[src/inc/msrb_pkg.sv]
// Constants and types of the monitor serial register bank.
// Assumes one 100 MHz clock; the serial pins are sampled by it.
package msrb_pkg;
  // Register pointer values
  localparam logic [7:0] ADDR_DAC  = 8'h19;
  localparam logic [7:0] ADDR_CFG  = 8'h40;
  localparam logic [7:0] ADDR_FLG1 = 8'h41;
  localparam logic [7:0] ADDR_FLG2 = 8'h42;
  localparam logic [7:0] ADDR_MSK1 = 8'h43;
  localparam logic [7:0] ADDR_MSK2 = 8'h44;
  localparam logic [7:0] ADDR_ICLR = 8'h46;
  localparam logic [7:0] ADDR_VIDF = 8'h47;
  localparam logic [7:0] ADDR_SADR = 8'h48;
  localparam logic [7:0] ADDR_VID5 = 8'h49;
  localparam logic [7:0] ADDR_TCFG = 8'h4B;
  localparam logic [7:0] ADDR_EXT1 = 8'h4C;
  localparam logic [7:0] ADDR_EXT2 = 8'h4D;
  // Value memory window 20h-3Fh
  localparam logic [2:0] MEM_PAGE  = 3'h1;
  // Values after reset
  localparam logic [7:0] RST_CFG   = 8'h08;
  localparam logic [7:0] RST_ZERO  = 8'h00;
  localparam logic [3:0] RST_FDIV  = 4'h5;
  localparam logic [4:0] RST_SADR  = 5'h0B;
  localparam logic [6:0] VID5_HI   = 7'h40;
  localparam logic [7:0] RST_TCFG  = 8'h01;
  localparam logic [7:0] RST_EXT1  = 8'h44;
  localparam logic [7:0] RST_EXT2  = 8'h00;
  localparam logic [7:0] RST_DAC   = 8'hFF;
  // Field positions
  localparam int CFG_START = 0;
  localparam int CFG_INTEN = 1;
  localparam int CFG_ICLR  = 3;
  localparam int CFG_RSTO  = 4;
  localparam int CFG_INIT  = 7;
  localparam int ICLR_BIT  = 7;
  // Timing
  localparam int CLK_MHZ    = 100;
  localparam int PULSE_MS   = 20;
  localparam int TIMEOUT_MS = 35;
  localparam int PULSE_CYC  = PULSE_MS * 1000 * CLK_MHZ;
  localparam int TMO_CYC    = TIMEOUT_MS * 1000 * CLK_MHZ;
  localparam int CNT_W      = 22;

  typedef enum logic [2:0] {
    S_IDLE, S_ADDR, S_ACK, S_RX, S_TX, S_TXACK
  } msrb_bus_st_t;

  typedef struct packed {
    logic       run;
    logic [7:0] dac;
    logic [3:0] fan_div;
    logic [7:0] temp_cfg;
    logic [7:0] ext1;
    logic [7:0] ext2;
  } msrb_ctrl_t;

  typedef struct packed {
    logic       we;
    logic [4:0] addr;
    logic [7:0] data;
  } msrb_res_t;

  typedef struct packed {
    msrb_bus_st_t     st;
    logic [2:0]       bitcnt;
    logic [7:0]       sh;
    logic             rw;
    logic             first;
    logic             ack_on;
    logic             mack;
    logic             sda_oe;
    logic             int_oe;
    logic [7:0]       ptr;
    logic [CNT_W-1:0] tmo;
    logic [CNT_W-1:0] rpulse;
    logic [CNT_W-1:0] cpulse;
    logic             rguard;
    logic [7:0]       cfg;
    logic [7:0]       flg1;
    logic [7:0]       flg2;
    logic [7:0]       msk1;
    logic [7:0]       msk2;
    logic [7:0]       iclr;
    logic [3:0]       fdiv;
    logic [4:0]       sadr;
    logic [7:0]       tcfg;
    logic [7:0]       ext1;
    logic [7:0]       ext2;
    logic [7:0]       dac;
    logic             scl_m;
    logic             scl_s;
    logic             scl_p;
    logic             sda_m;
    logic             sda_s;
    logic             sda_p;
    logic             rpin_m;
    logic             rpin_s;
    logic [1:0]       a_m;
    logic [1:0]       a_s;
    logic [4:0]       vid_m;
    logic [4:0]       vid_s;
  } msrb_state_t;
endpackage : msrb_pkg

[src/msrb_top.sv]
// Serial slave front end and control register bank of a monitor.
// Assumes pins are asynchronous and an external engine supplies
// event pulses and conversion results on clk.
// Contract
// (RULE1) Write: address, pointer, then data byte
// (RULE2) Pointer-less read returns pointed register
// (RULE3) Pointer write, repeated start, then read
// (RULE4) Device acts only as slave
// (RULE5) Address defaults 01011 plus two pins
// (RULE6) Low address bits mirror select pins
// (RULE7) Long low line resets bus to idle
// (RULE8) Serial clock drives only bus interface
// (RULE9) Power-up loads control register defaults
// (RULE10) Value memory not initialised at power-up
// (RULE11) Reset pin low restores defaults
// (RULE12) Config bit 7 soft init, self clearing
// (RULE13) Soft init keeps slave address
// (RULE14) Soft init keeps value memory
// (RULE15) Power-up: engine stopped, interrupt cleared
// (RULE16) Config bit 0 starts/stops monitoring
// (RULE17) Registers accessible during shutdown
// (RULE18) Config bit 1 enables interrupt output
// (RULE19) Config bit 3 clears interrupt, pauses
// (RULE20) Config bit 4 gives reset pulse
// (RULE21) Intrusion clear gives intrusion pin pulse
// (RULE22) Fan divisors high, live VID low
// (RULE23) Fifth VID register bit 0 live
// (RULE24) Value memory window via pointer
// (RULE25) DAC setting survives soft init
// (RULE26) Host starts with clear low, start high
// (RULE27) Pointer kept between transactions
`timescale 1ns/10ps
module msrb_top
  import msrb_pkg::*;
#(
  parameter int PULSE_CYCLES   = msrb_pkg::PULSE_CYC,
  parameter int TIMEOUT_CYCLES = msrb_pkg::TMO_CYC
) (
  input  wire logic                 clk,
  input  wire logic                 rst,
  input  wire logic                 scl_i,
  input  wire logic                 sda_i,
  output logic                      sda_o,
  output logic                      sda_oe,
  input  wire logic                 addr_select_low,
  input  wire logic                 addr_select_high,
  input  wire logic [3:0]           voltage_id_inputs,
  input  wire logic                 voltage_id_fifth_input,
  input  wire logic                 reset_pin_n_i,
  output logic                      reset_pin_n_o,
  output logic                      reset_pin_n_oe,
  output logic                      chassis_intrusion_pin_n_o,
  output logic                      chassis_intrusion_pin_n_oe,
  output logic                      int_n_o,
  output logic                      int_n_oe,
  input  wire logic [7:0]           event_set_first,
  input  wire logic [7:0]           event_set_second,
  input  wire msrb_pkg::msrb_res_t  res,
  output msrb_pkg::msrb_ctrl_t      ctrl
);
  import msrb_pkg::*;

  if (PULSE_CYCLES < 8 || PULSE_CYCLES >= (1 << CNT_W)) begin : g_bad_p
    $error("PULSE_CYCLES out of range");
  end
  if (TIMEOUT_CYCLES < 2 || TIMEOUT_CYCLES >= (1 << CNT_W)) begin : g_bad_t
    $error("TIMEOUT_CYCLES out of range");
  end

  localparam logic [CNT_W-1:0] PULSE_LD = CNT_W'(PULSE_CYCLES);
  localparam logic [CNT_W-1:0] TMO_LAST = CNT_W'(TIMEOUT_CYCLES - 1);
  localparam logic [CNT_W-1:0] CNT_ONE  = CNT_W'(1);

  localparam msrb_state_t ST_RST = '{
    st: S_IDLE, cfg: RST_CFG, fdiv: RST_FDIV, sadr: RST_SADR,
    tcfg: RST_TCFG, ext1: RST_EXT1, ext2: RST_EXT2, dac: RST_DAC,
    scl_m: 1'b1, scl_s: 1'b1, scl_p: 1'b1, sda_m: 1'b1,
    sda_s: 1'b1, sda_p: 1'b1, rpin_m: 1'b1, rpin_s: 1'b1,
    default: '0
  };

  msrb_state_t q;
  msrb_state_t d;
  logic [7:0]  mem [32];
  logic        mem_we;
  logic [4:0]  mem_wa;
  logic [7:0]  mem_wd;
  logic        rise;
  logic        fall;
  logic        start;
  logic        stop;
  logic        wr_en;
  logic        rd_en;
  logic        load_tx;
  logic        ptr_load;
  logic        soft_init;
  logic        pin_rst;
  logic        tmo_hit;
  logic [7:0]  byte_in;
  logic [7:0]  rd_data;
  logic [6:0]  dev_addr;

  // Register read view
  function automatic logic [7:0] rd_reg(input logic [7:0] a);
    logic [7:0] r;
    r = RST_ZERO;
    case (a)
      ADDR_DAC:  r = q.dac;
      ADDR_CFG:  r = q.cfg;
      ADDR_FLG1: r = q.flg1;
      ADDR_FLG2: r = q.flg2;
      ADDR_MSK1: r = q.msk1;
      ADDR_MSK2: r = q.msk2;
      ADDR_ICLR: r = q.iclr;
      ADDR_VIDF: r = {q.fdiv, q.vid_s[3:0]};         // (RULE22)
      ADDR_SADR: r = {1'b0, q.sadr, q.a_s};          // (RULE6)
      ADDR_VID5: r = {VID5_HI, q.vid_s[4]};          // (RULE23)
      ADDR_TCFG: r = q.tcfg;
      ADDR_EXT1: r = q.ext1;
      ADDR_EXT2: r = q.ext2;
      default: begin
        if (a[7:5] == MEM_PAGE) begin
          r = mem[a[4:0]];                           // (RULE24)
        end
      end
    endcase
    return r;
  endfunction : rd_reg

  assign rd_data  = rd_reg(q.ptr);
  assign dev_addr = {q.sadr, q.a_s};                 // (RULE5) (RULE6)
  assign byte_in  = {q.sh[6:0], q.sda_s};
  assign rise     = q.scl_s & ~q.scl_p;
  assign fall     = ~q.scl_s & q.scl_p;
  assign start    = q.scl_s & q.scl_p & q.sda_p & ~q.sda_s;
  assign stop     = q.scl_s & q.scl_p & ~q.sda_p & q.sda_s;
  assign tmo_hit  = (~q.scl_s | ~q.sda_s) && (q.tmo >= TMO_LAST);
  assign pin_rst  = ~q.rpin_s & ~q.rguard;           // (RULE11)

  always_comb begin
    d         = q;
    mem_we    = 1'b0;
    mem_wa    = res.addr;
    mem_wd    = res.data;
    wr_en     = 1'b0;
    rd_en     = 1'b0;
    load_tx   = 1'b0;
    ptr_load  = 1'b0;
    soft_init = 1'b0;

    // Two-flop synchronisers, plus a history flop for edges
    d.scl_m  = scl_i;
    d.scl_s  = q.scl_m;
    d.scl_p  = q.scl_s;
    d.sda_m  = sda_i;
    d.sda_s  = q.sda_m;
    d.sda_p  = q.sda_s;
    d.rpin_m = reset_pin_n_i;
    d.rpin_s = q.rpin_m;
    d.a_m    = {addr_select_high, addr_select_low};
    d.a_s    = q.a_m;
    d.vid_m  = {voltage_id_fifth_input, voltage_id_inputs};
    d.vid_s  = q.vid_m;

    // Bus engine; scl edges only step this part (RULE8)
    if (start) begin
      d.st     = S_ADDR;
      d.bitcnt = 3'd0;
      d.first  = 1'b1;
      d.ack_on = 1'b0;
      d.sda_oe = 1'b0;
    end else if (stop) begin
      d.st     = S_IDLE;
      d.sda_oe = 1'b0;
    end else begin
      unique case (q.st)
        S_IDLE: begin
        end
        S_ADDR, S_RX: begin
          if (rise) begin
            d.sh     = byte_in;
            d.bitcnt = q.bitcnt + 3'd1;
            if (q.bitcnt == 3'd7) begin
              if (q.st == S_ADDR) begin
                if (byte_in[7:1] == dev_addr) begin
                  d.rw = byte_in[0];
                  d.st = S_ACK;
                end else begin
                  d.st = S_IDLE;
                end
              end else begin
                d.st    = S_ACK;
                d.first = 1'b0;
                if (q.first) begin
                  d.ptr    = byte_in;                // (RULE1) (RULE3)
                  ptr_load = 1'b1;
                end else begin
                  wr_en = 1'b1;                      // (RULE1)
                end
              end
            end
          end
        end
        S_ACK: begin
          if (fall) begin
            if (!q.ack_on) begin
              d.ack_on = 1'b1;
              d.sda_oe = 1'b1;
            end else begin
              d.ack_on = 1'b0;
              d.sda_oe = 1'b0;
              d.bitcnt = 3'd0;
              if (q.rw) begin
                load_tx = 1'b1;                      // (RULE2)
              end else begin
                d.st = S_RX;
              end
            end
          end
        end
        S_TX: begin
          if (fall) begin
            if (q.bitcnt == 3'd7) begin
              d.sda_oe = 1'b0;
              d.st     = S_TXACK;
            end else begin
              d.sh     = {q.sh[6:0], 1'b0};
              d.sda_oe = ~q.sh[6];
              d.bitcnt = q.bitcnt + 3'd1;
            end
          end
        end
        S_TXACK: begin
          if (rise) begin
            d.mack = ~q.sda_s;
          end
          if (fall) begin
            if (q.mack) begin
              load_tx = 1'b1;
            end else begin
              d.st = S_IDLE;
            end
          end
        end
      endcase
    end

    // Data byte out; a following byte rereads the same pointer
    if (load_tx) begin
      rd_en    = 1'b1;
      d.sh     = rd_data;
      d.sda_oe = ~rd_data[7];
      d.bitcnt = 3'd0;
      d.st     = S_TX;
    end

    // Stuck-low watchdog (RULE7)
    if (q.scl_s & q.sda_s) begin
      d.tmo = '0;
    end else if (!tmo_hit) begin
      d.tmo = q.tmo + CNT_ONE;
    end
    if (tmo_hit) begin
      d.st     = S_IDLE;
      d.sda_oe = 1'b0;
      d.ack_on = 1'b0;
    end

    // Pulse timers
    if (q.rpulse != '0) begin
      d.rpulse = q.rpulse - CNT_ONE;
      if (q.rpulse == CNT_ONE) begin
        d.cfg[CFG_RSTO] = 1'b0;
      end
    end else if (q.rpin_s) begin
      d.rguard = 1'b0;
    end
    if (q.cpulse != '0) begin
      d.cpulse = q.cpulse - CNT_ONE;
      if (q.cpulse == CNT_ONE) begin
        d.iclr[ICLR_BIT] = 1'b0;
      end
    end

    // Register writes, open in any run state (RULE17)
    if (wr_en) begin
      case (q.ptr)
        ADDR_DAC:  d.dac  = byte_in;
        ADDR_CFG: begin
          d.cfg = byte_in;                           // (RULE16) (RULE19)
          soft_init = byte_in[CFG_INIT];             // (RULE12)
          if (byte_in[CFG_RSTO] && q.rpulse == '0) begin
            d.rpulse = PULSE_LD;                     // (RULE20)
            d.rguard = 1'b1;
          end
        end
        ADDR_MSK1: d.msk1 = byte_in;
        ADDR_MSK2: d.msk2 = byte_in;
        ADDR_ICLR: begin
          d.iclr = byte_in;
          if (byte_in[ICLR_BIT] && q.cpulse == '0) begin
            d.cpulse = PULSE_LD;                     // (RULE21)
          end
        end
        ADDR_VIDF: d.fdiv = byte_in[7:4];            // (RULE22)
        ADDR_SADR: d.sadr = byte_in[6:2];            // (RULE5)
        ADDR_TCFG: d.tcfg = byte_in;
        ADDR_EXT1: d.ext1 = byte_in;
        ADDR_EXT2: d.ext2 = byte_in;
        default: begin
          if (q.ptr[7:5] == MEM_PAGE) begin
            mem_we = 1'b1;                           // (RULE24)
            mem_wa = q.ptr[4:0];
            mem_wd = byte_in;
          end
        end
      endcase
    end else if (res.we) begin
      mem_we = 1'b1;
    end

    // Defaults; address and memory untouched (RULE13) (RULE14)
    if (soft_init || pin_rst) begin
      d.cfg    = RST_CFG;                            // (RULE12) (RULE15)
      d.flg1   = RST_ZERO;
      d.flg2   = RST_ZERO;
      d.msk1   = RST_ZERO;
      d.msk2   = RST_ZERO;
      d.iclr   = RST_ZERO;
      d.fdiv   = RST_FDIV;
      d.tcfg   = RST_TCFG;
      d.ext1   = RST_EXT1;
      d.ext2   = RST_EXT2;
      d.rpulse = '0;
      d.cpulse = '0;
      if (pin_rst) begin
        d.dac = RST_DAC;                             // (RULE11) (RULE25)
      end
    end

    // Flags clear on read; a new event in that cycle still sets
    if (rd_en && q.ptr == ADDR_FLG1) begin
      d.flg1 = RST_ZERO;
    end
    if (rd_en && q.ptr == ADDR_FLG2) begin
      d.flg2 = RST_ZERO;
    end
    d.flg1 = d.flg1 | event_set_first;
    d.flg2 = d.flg2 | event_set_second;

    // Interrupt: mask bit low passes a flag (RULE18) (RULE19)
    d.int_oe = q.cfg[CFG_INTEN] & ~q.cfg[CFG_ICLR]
             & (|((q.flg1 & ~q.msk1) | (q.flg2 & ~q.msk2)));
  end

  always_ff @(posedge clk or posedge rst) begin
    if (rst) begin
      q <= ST_RST;                                   // (RULE9) (RULE15)
    end else begin
      q <= d;
    end
  end

  // No reset on the memory: contents start unknown (RULE10)
  always_ff @(posedge clk) begin
    if (mem_we) begin
      mem[mem_wa] <= mem_wd;
    end
  end

  // Open-drain pins: drive low only (RULE4)
  assign sda_o                      = 1'b0;
  assign sda_oe                     = q.sda_oe;
  assign reset_pin_n_o              = 1'b0;
  assign reset_pin_n_oe             = (q.rpulse != '0);
  assign chassis_intrusion_pin_n_o  = 1'b0;
  assign chassis_intrusion_pin_n_oe = (q.cpulse != '0);
  assign int_n_o                    = 1'b0;
  assign int_n_oe                   = q.int_oe;
  assign ctrl = '{
    run:      q.cfg[CFG_START] & ~q.cfg[CFG_ICLR],   // (RULE16) (RULE19)
    dac:      q.dac,
    fan_div:  q.fdiv,
    temp_cfg: q.tcfg,
    ext1:     q.ext1,
    ext2:     q.ext2
  };
endmodule : msrb_top

[config.mk]
export PLATFORM = sky130hd
export DESIGN_NAME = msrb_top
export DESIGN_NICKNAME = d
export VERILOG_FILES = /design/src/inc/msrb_pkg.sv /design/src/msrb_top.sv
export SDC_FILE = /design/constraint.sdc
export NUM_CORES = 1
export LEC_CHECK = 0
export BUFFER_PORTS_ARGS = -buffer_cell sky130_fd_sc_hd__clkbuf_2
export CAP_MARGIN = 25
export CORE_ASPECT_RATIO = 0.5
export CORE_UTILIZATION = 67
export DETAILED_ROUTE_END_ITERATION = 7
export PLACE_DENSITY = 0.91
export SKIP_CTS_REPAIR_TIMING = 1
export SYNTH_ARGS = -nofsm -noshare
export SYNTH_HDL_FRONTEND = slang
export SYNTH_SLANG_ARGS = --single-unit
[constraint.sdc]
create_clock -name clk -period 17.85 [get_ports clk]
set_input_delay 5.355 -clock clk [delete_from_list [all_inputs] [get_ports clk]]
set_output_delay 5.355 -clock clk [all_outputs]
set_load 0.01 [all_outputs]
==> metrics.csv <==
stage;metric;value;unit
grt;grt_use_met3;10.2;%
drt;drc_errors;5;
clock_network;clk_pin_slew;70;ps
grt;use_met1;50.4;%
drt;ant_nets;0;
setup_path;cp-end-kind;output port;
timing;maxSlewHeadroom;27.2;%
logic_synthesis;synth_area;0.0209;mm2
logic_synthesis;synth_edf_count;256;
setup_path;critPathLaunchType;flop;
job;drv_cap;0;
timing;tightest_slew;1090;ps
min_path;hold_path_class;reg -> reg;
timing;skew;25.1;ps
floorplan;die_w;252;um
floorplan;core;0.0305;mm2
setup_path;cp.arrival;3210;ps
timing;max_freq;117;MHz
grt;overflow;0;
status;status;finished, violations left;
grt;grt_first_pass_wirelength;87600;um
timing;setup_viol_count_final;0;
logic_synthesis;synth_top_area_cell;edfxtp_1;
floorplan;num_io_pins;87;
setup_path;path_cells;inv_1 -> ha_1 -> nor4b_1 -> nand3_1 -> nor3_1 -> inv_1 -> clkbuf_2;
setup_path;cp_slowest_stage_delay;610;ps
clock_network;cts_tree;done;
setup_path;cp_slowest_cell;nor4b_1;
placed_design;numPortBuffers;82;
power;power.switching;0.807;mW
placed_design;dp_hpwl;34800;um
clock_network;numCtsBuffers;39;
timing;hold_violations;0;
logic_synthesis;yosysUniqueCellTypes;77;
power;p_int;1.88;mW
floorplan;fp.dieH;127;um
clock_network;clock_latency;570;ps
placed_design;place_inst;1996;
logic_synthesis;synthArstFlopShare;44.5;%
placed_design;routabilityCongestion;0.984;
logic_synthesis;synth_warnings;0;
power;ir_worst_vdd;0.101;mV
drt;vias;14898;
power;comb_power_share;20.7;%
logic_synthesis;ys_ff_latch;461;
logic_synthesis;syn_inst;1593;
logic_synthesis;synth_ff_type;edfxtp_1;
power;p_seq_share;45.9;%
grt;grt_max_degree;141;
floorplan;start_util;68.5;%
setup_path;path_max_fanout;6;
clock_network;htreeDepth;2;
timing;maxSlewViolCount;0;
logic_synthesis;yosysSeqAreaShare;61.6;%
status;violations;design-rule violations;
final_layout;area_growth;8.51;%
setup_path;critPathKind;reg -> out;
final_layout;finalNonFillerCells;2068;
timing;fin_crit_sh;48.0;%
clock_network;cts-root-buf;clkbuf_16;
logic_synthesis;syn_area_per_cell;13.1;um2
grt;grt_pass1_vias;14356;
timing;rsz0062_at_grt;false;
power;clockPowerShare;33.3;%
grt;grt.total_usage;36.5;%
drt;drtIter0Drc;2924;
grt;globalRoute.busiestLayer;met2;
drt;viasPerCell;7.20;
logic_synthesis;synth.area.top_cells;edfxtp_1 37%, dfrtp_1 22%, mux4_2 6.7%, mux2i_1 3.4%, dfstp_2 3.1%;
drt;post_drt_wl_per_cell;27.6;um
drt;drt-pass1-iter-count;8;
power;switching_share;30.1;%
clock_network;cts_buffer_depth;3;
final_layout;nNetsFinal;1664;
final_layout;n_antenna_cell;0;
timing;fin_tns_setup;0;ps
power;leakage;8.43;nW
logic_synthesis;synth_top_area_share;36.8;%
timing;finalCriticalPeriod;8570;ps
grt;antenna_found_initial;0;
setup_path;cp_common_cell;inv_1;
clock_network;clock-sinks;461;
power;pwr_density_cell;118;mW/mm2
setup_path;required;12490;ps
grt;grt_use_met2;55.8;%
final_layout;drive_gt1_share;18.0;%
floorplan;placementRows;45;
drt;drt-total-wl;57000;um
floorplan;die_area;0.0319;mm2
layout by cell type (no fill, tap or decap), types with 24 or more instances in the layout:
| master | n |
|---|---|
| edfxtp_1 | 256 |
| dfrtp_1 | 178 |
| nor2_1 | 143 |
| nand2_1 | 92 |
| clkbuf_2 | 82 |
| a21oi_1 | 72 |
| mux2i_1 | 70 |
| mux4_2 | 62 |
| nand3_1 | 50 |
| o21ai_0 | 42 |
| clkbuf_16 | 39 |
| inv_1 | 34 |
| nor3_1 | 33 |
| mux2_2 | 27 |
| a22oi_1 | 26 |
| dfstp_2 | 25 |
| xnor2_1 | 24 |
sequential cells by signal (all words and copies together), names as in the netlist:
| name | flops |
|---|---|
| ctrl | 36 |
| q | 141 |
| mem | 256 |
| int_n_oe | 1 |
| d | 11 |
| sda_oe | 1 |
| byte_in | 8 |
| dev_addr | 7 |
power groups by stage:
stage,combinational [mW],sequential (mW),clock [mW]
final,0.556,1.23,0.894
after global placement,0.514,1.25,0
after CTS,0.546,1.23,0.890
after global routing,0.606,1.23,0.931
after detailed placement,0.537,1.25,0
after floorplan,0.434,1.21,0
metrics by stage:
step           power [mW]  area (um2)  setup slack (ps)  hold WS (ps)  util [%]
2_1_floorplan        1.64       20900              6940           331         -
3_3_place_gp         1.76       21300             10110           335      70.0
3_5_place_dp         1.79       21300              9990           336      70.0
4_1_cts              2.66       22600              9350           352      74.2
5_1_grt              2.77       22600              9130           352      74.3
6_report             2.68       22600              9280           352      74.3
cell usage after synthesis, types with 24 or more instances:
cell type / instances
nor2_1: 143
clkbuf_1: 63
mux2_2: 27
dfstp_2: 25
a21oi_1: 72
nand2_1: 93
mux4_2: 62
nor3_1: 33
nand3_1: 50
inv_1: 35
edfxtp_1: 256
xnor2_1: 24
buf_4: 46
dfrtp_1: 180
o21ai_0: 42
a22oi_1: 26
mux2i_1: 70
kinds of logic after synthesis:
group / synth area share [%]
muxes: 11.5
adders and majority gates: 0.420
buffers and inverters: 3.87
DFF: 61.6
xor gates and xnor gates: 1.76
AOI/OAI and AO/OA: 8.91
other: 0.0180
and+or+nand+nor: 11.9
final timing paths:
kind                              from  cells after the start  slack [ps]                          to
min in group asynchronous          rst                      2        4670                      q[101]
max in group asynchronous          rst                      4       11470                      q[179]
worst max register to register  q[200]                      9       13650                  mem[28][2]
worst min-delay path             d[10]                      0         350                 dev_addr[0]
worst min register to register   d[10]                      0         350                 dev_addr[0]
worst max-delay path            q[112]                      7        9280  chassis_intrusion_pin_n_oe
critical path, delay by kind of cell, from the launching register on:
family	cells	cell delay, ps
buffers and inverters	3	540
flip-flops	1	430
adder cells (fa/ha/maj)	1	210
AND/OR/NAND/NOR	3	1480
layout make-up:
| class | instances | area, um2 |
|---|---|---|
| clock buffers | 56 | 1070 |
| repair buffers | 105 | 603 |
| inverters | 36 | 143 |
| flip-flops and latches | 461 | 12900 |
| multi-input cells | 972 | 7220 |
| clock inverters | 15 | 216 |
| well taps | 423 | 529 |
| fillers | 1677 | 7820 |
metal layers:
metal	vias to the layer above	wire length, um	part of all wire, %
met1	7258	20800	37
met5	-	0	0
met4	0	2710	4.7
li1	6036	-	-
met3	258	7680	13
met2	1346	25800	45
Power figures use the tool's default switching activity.
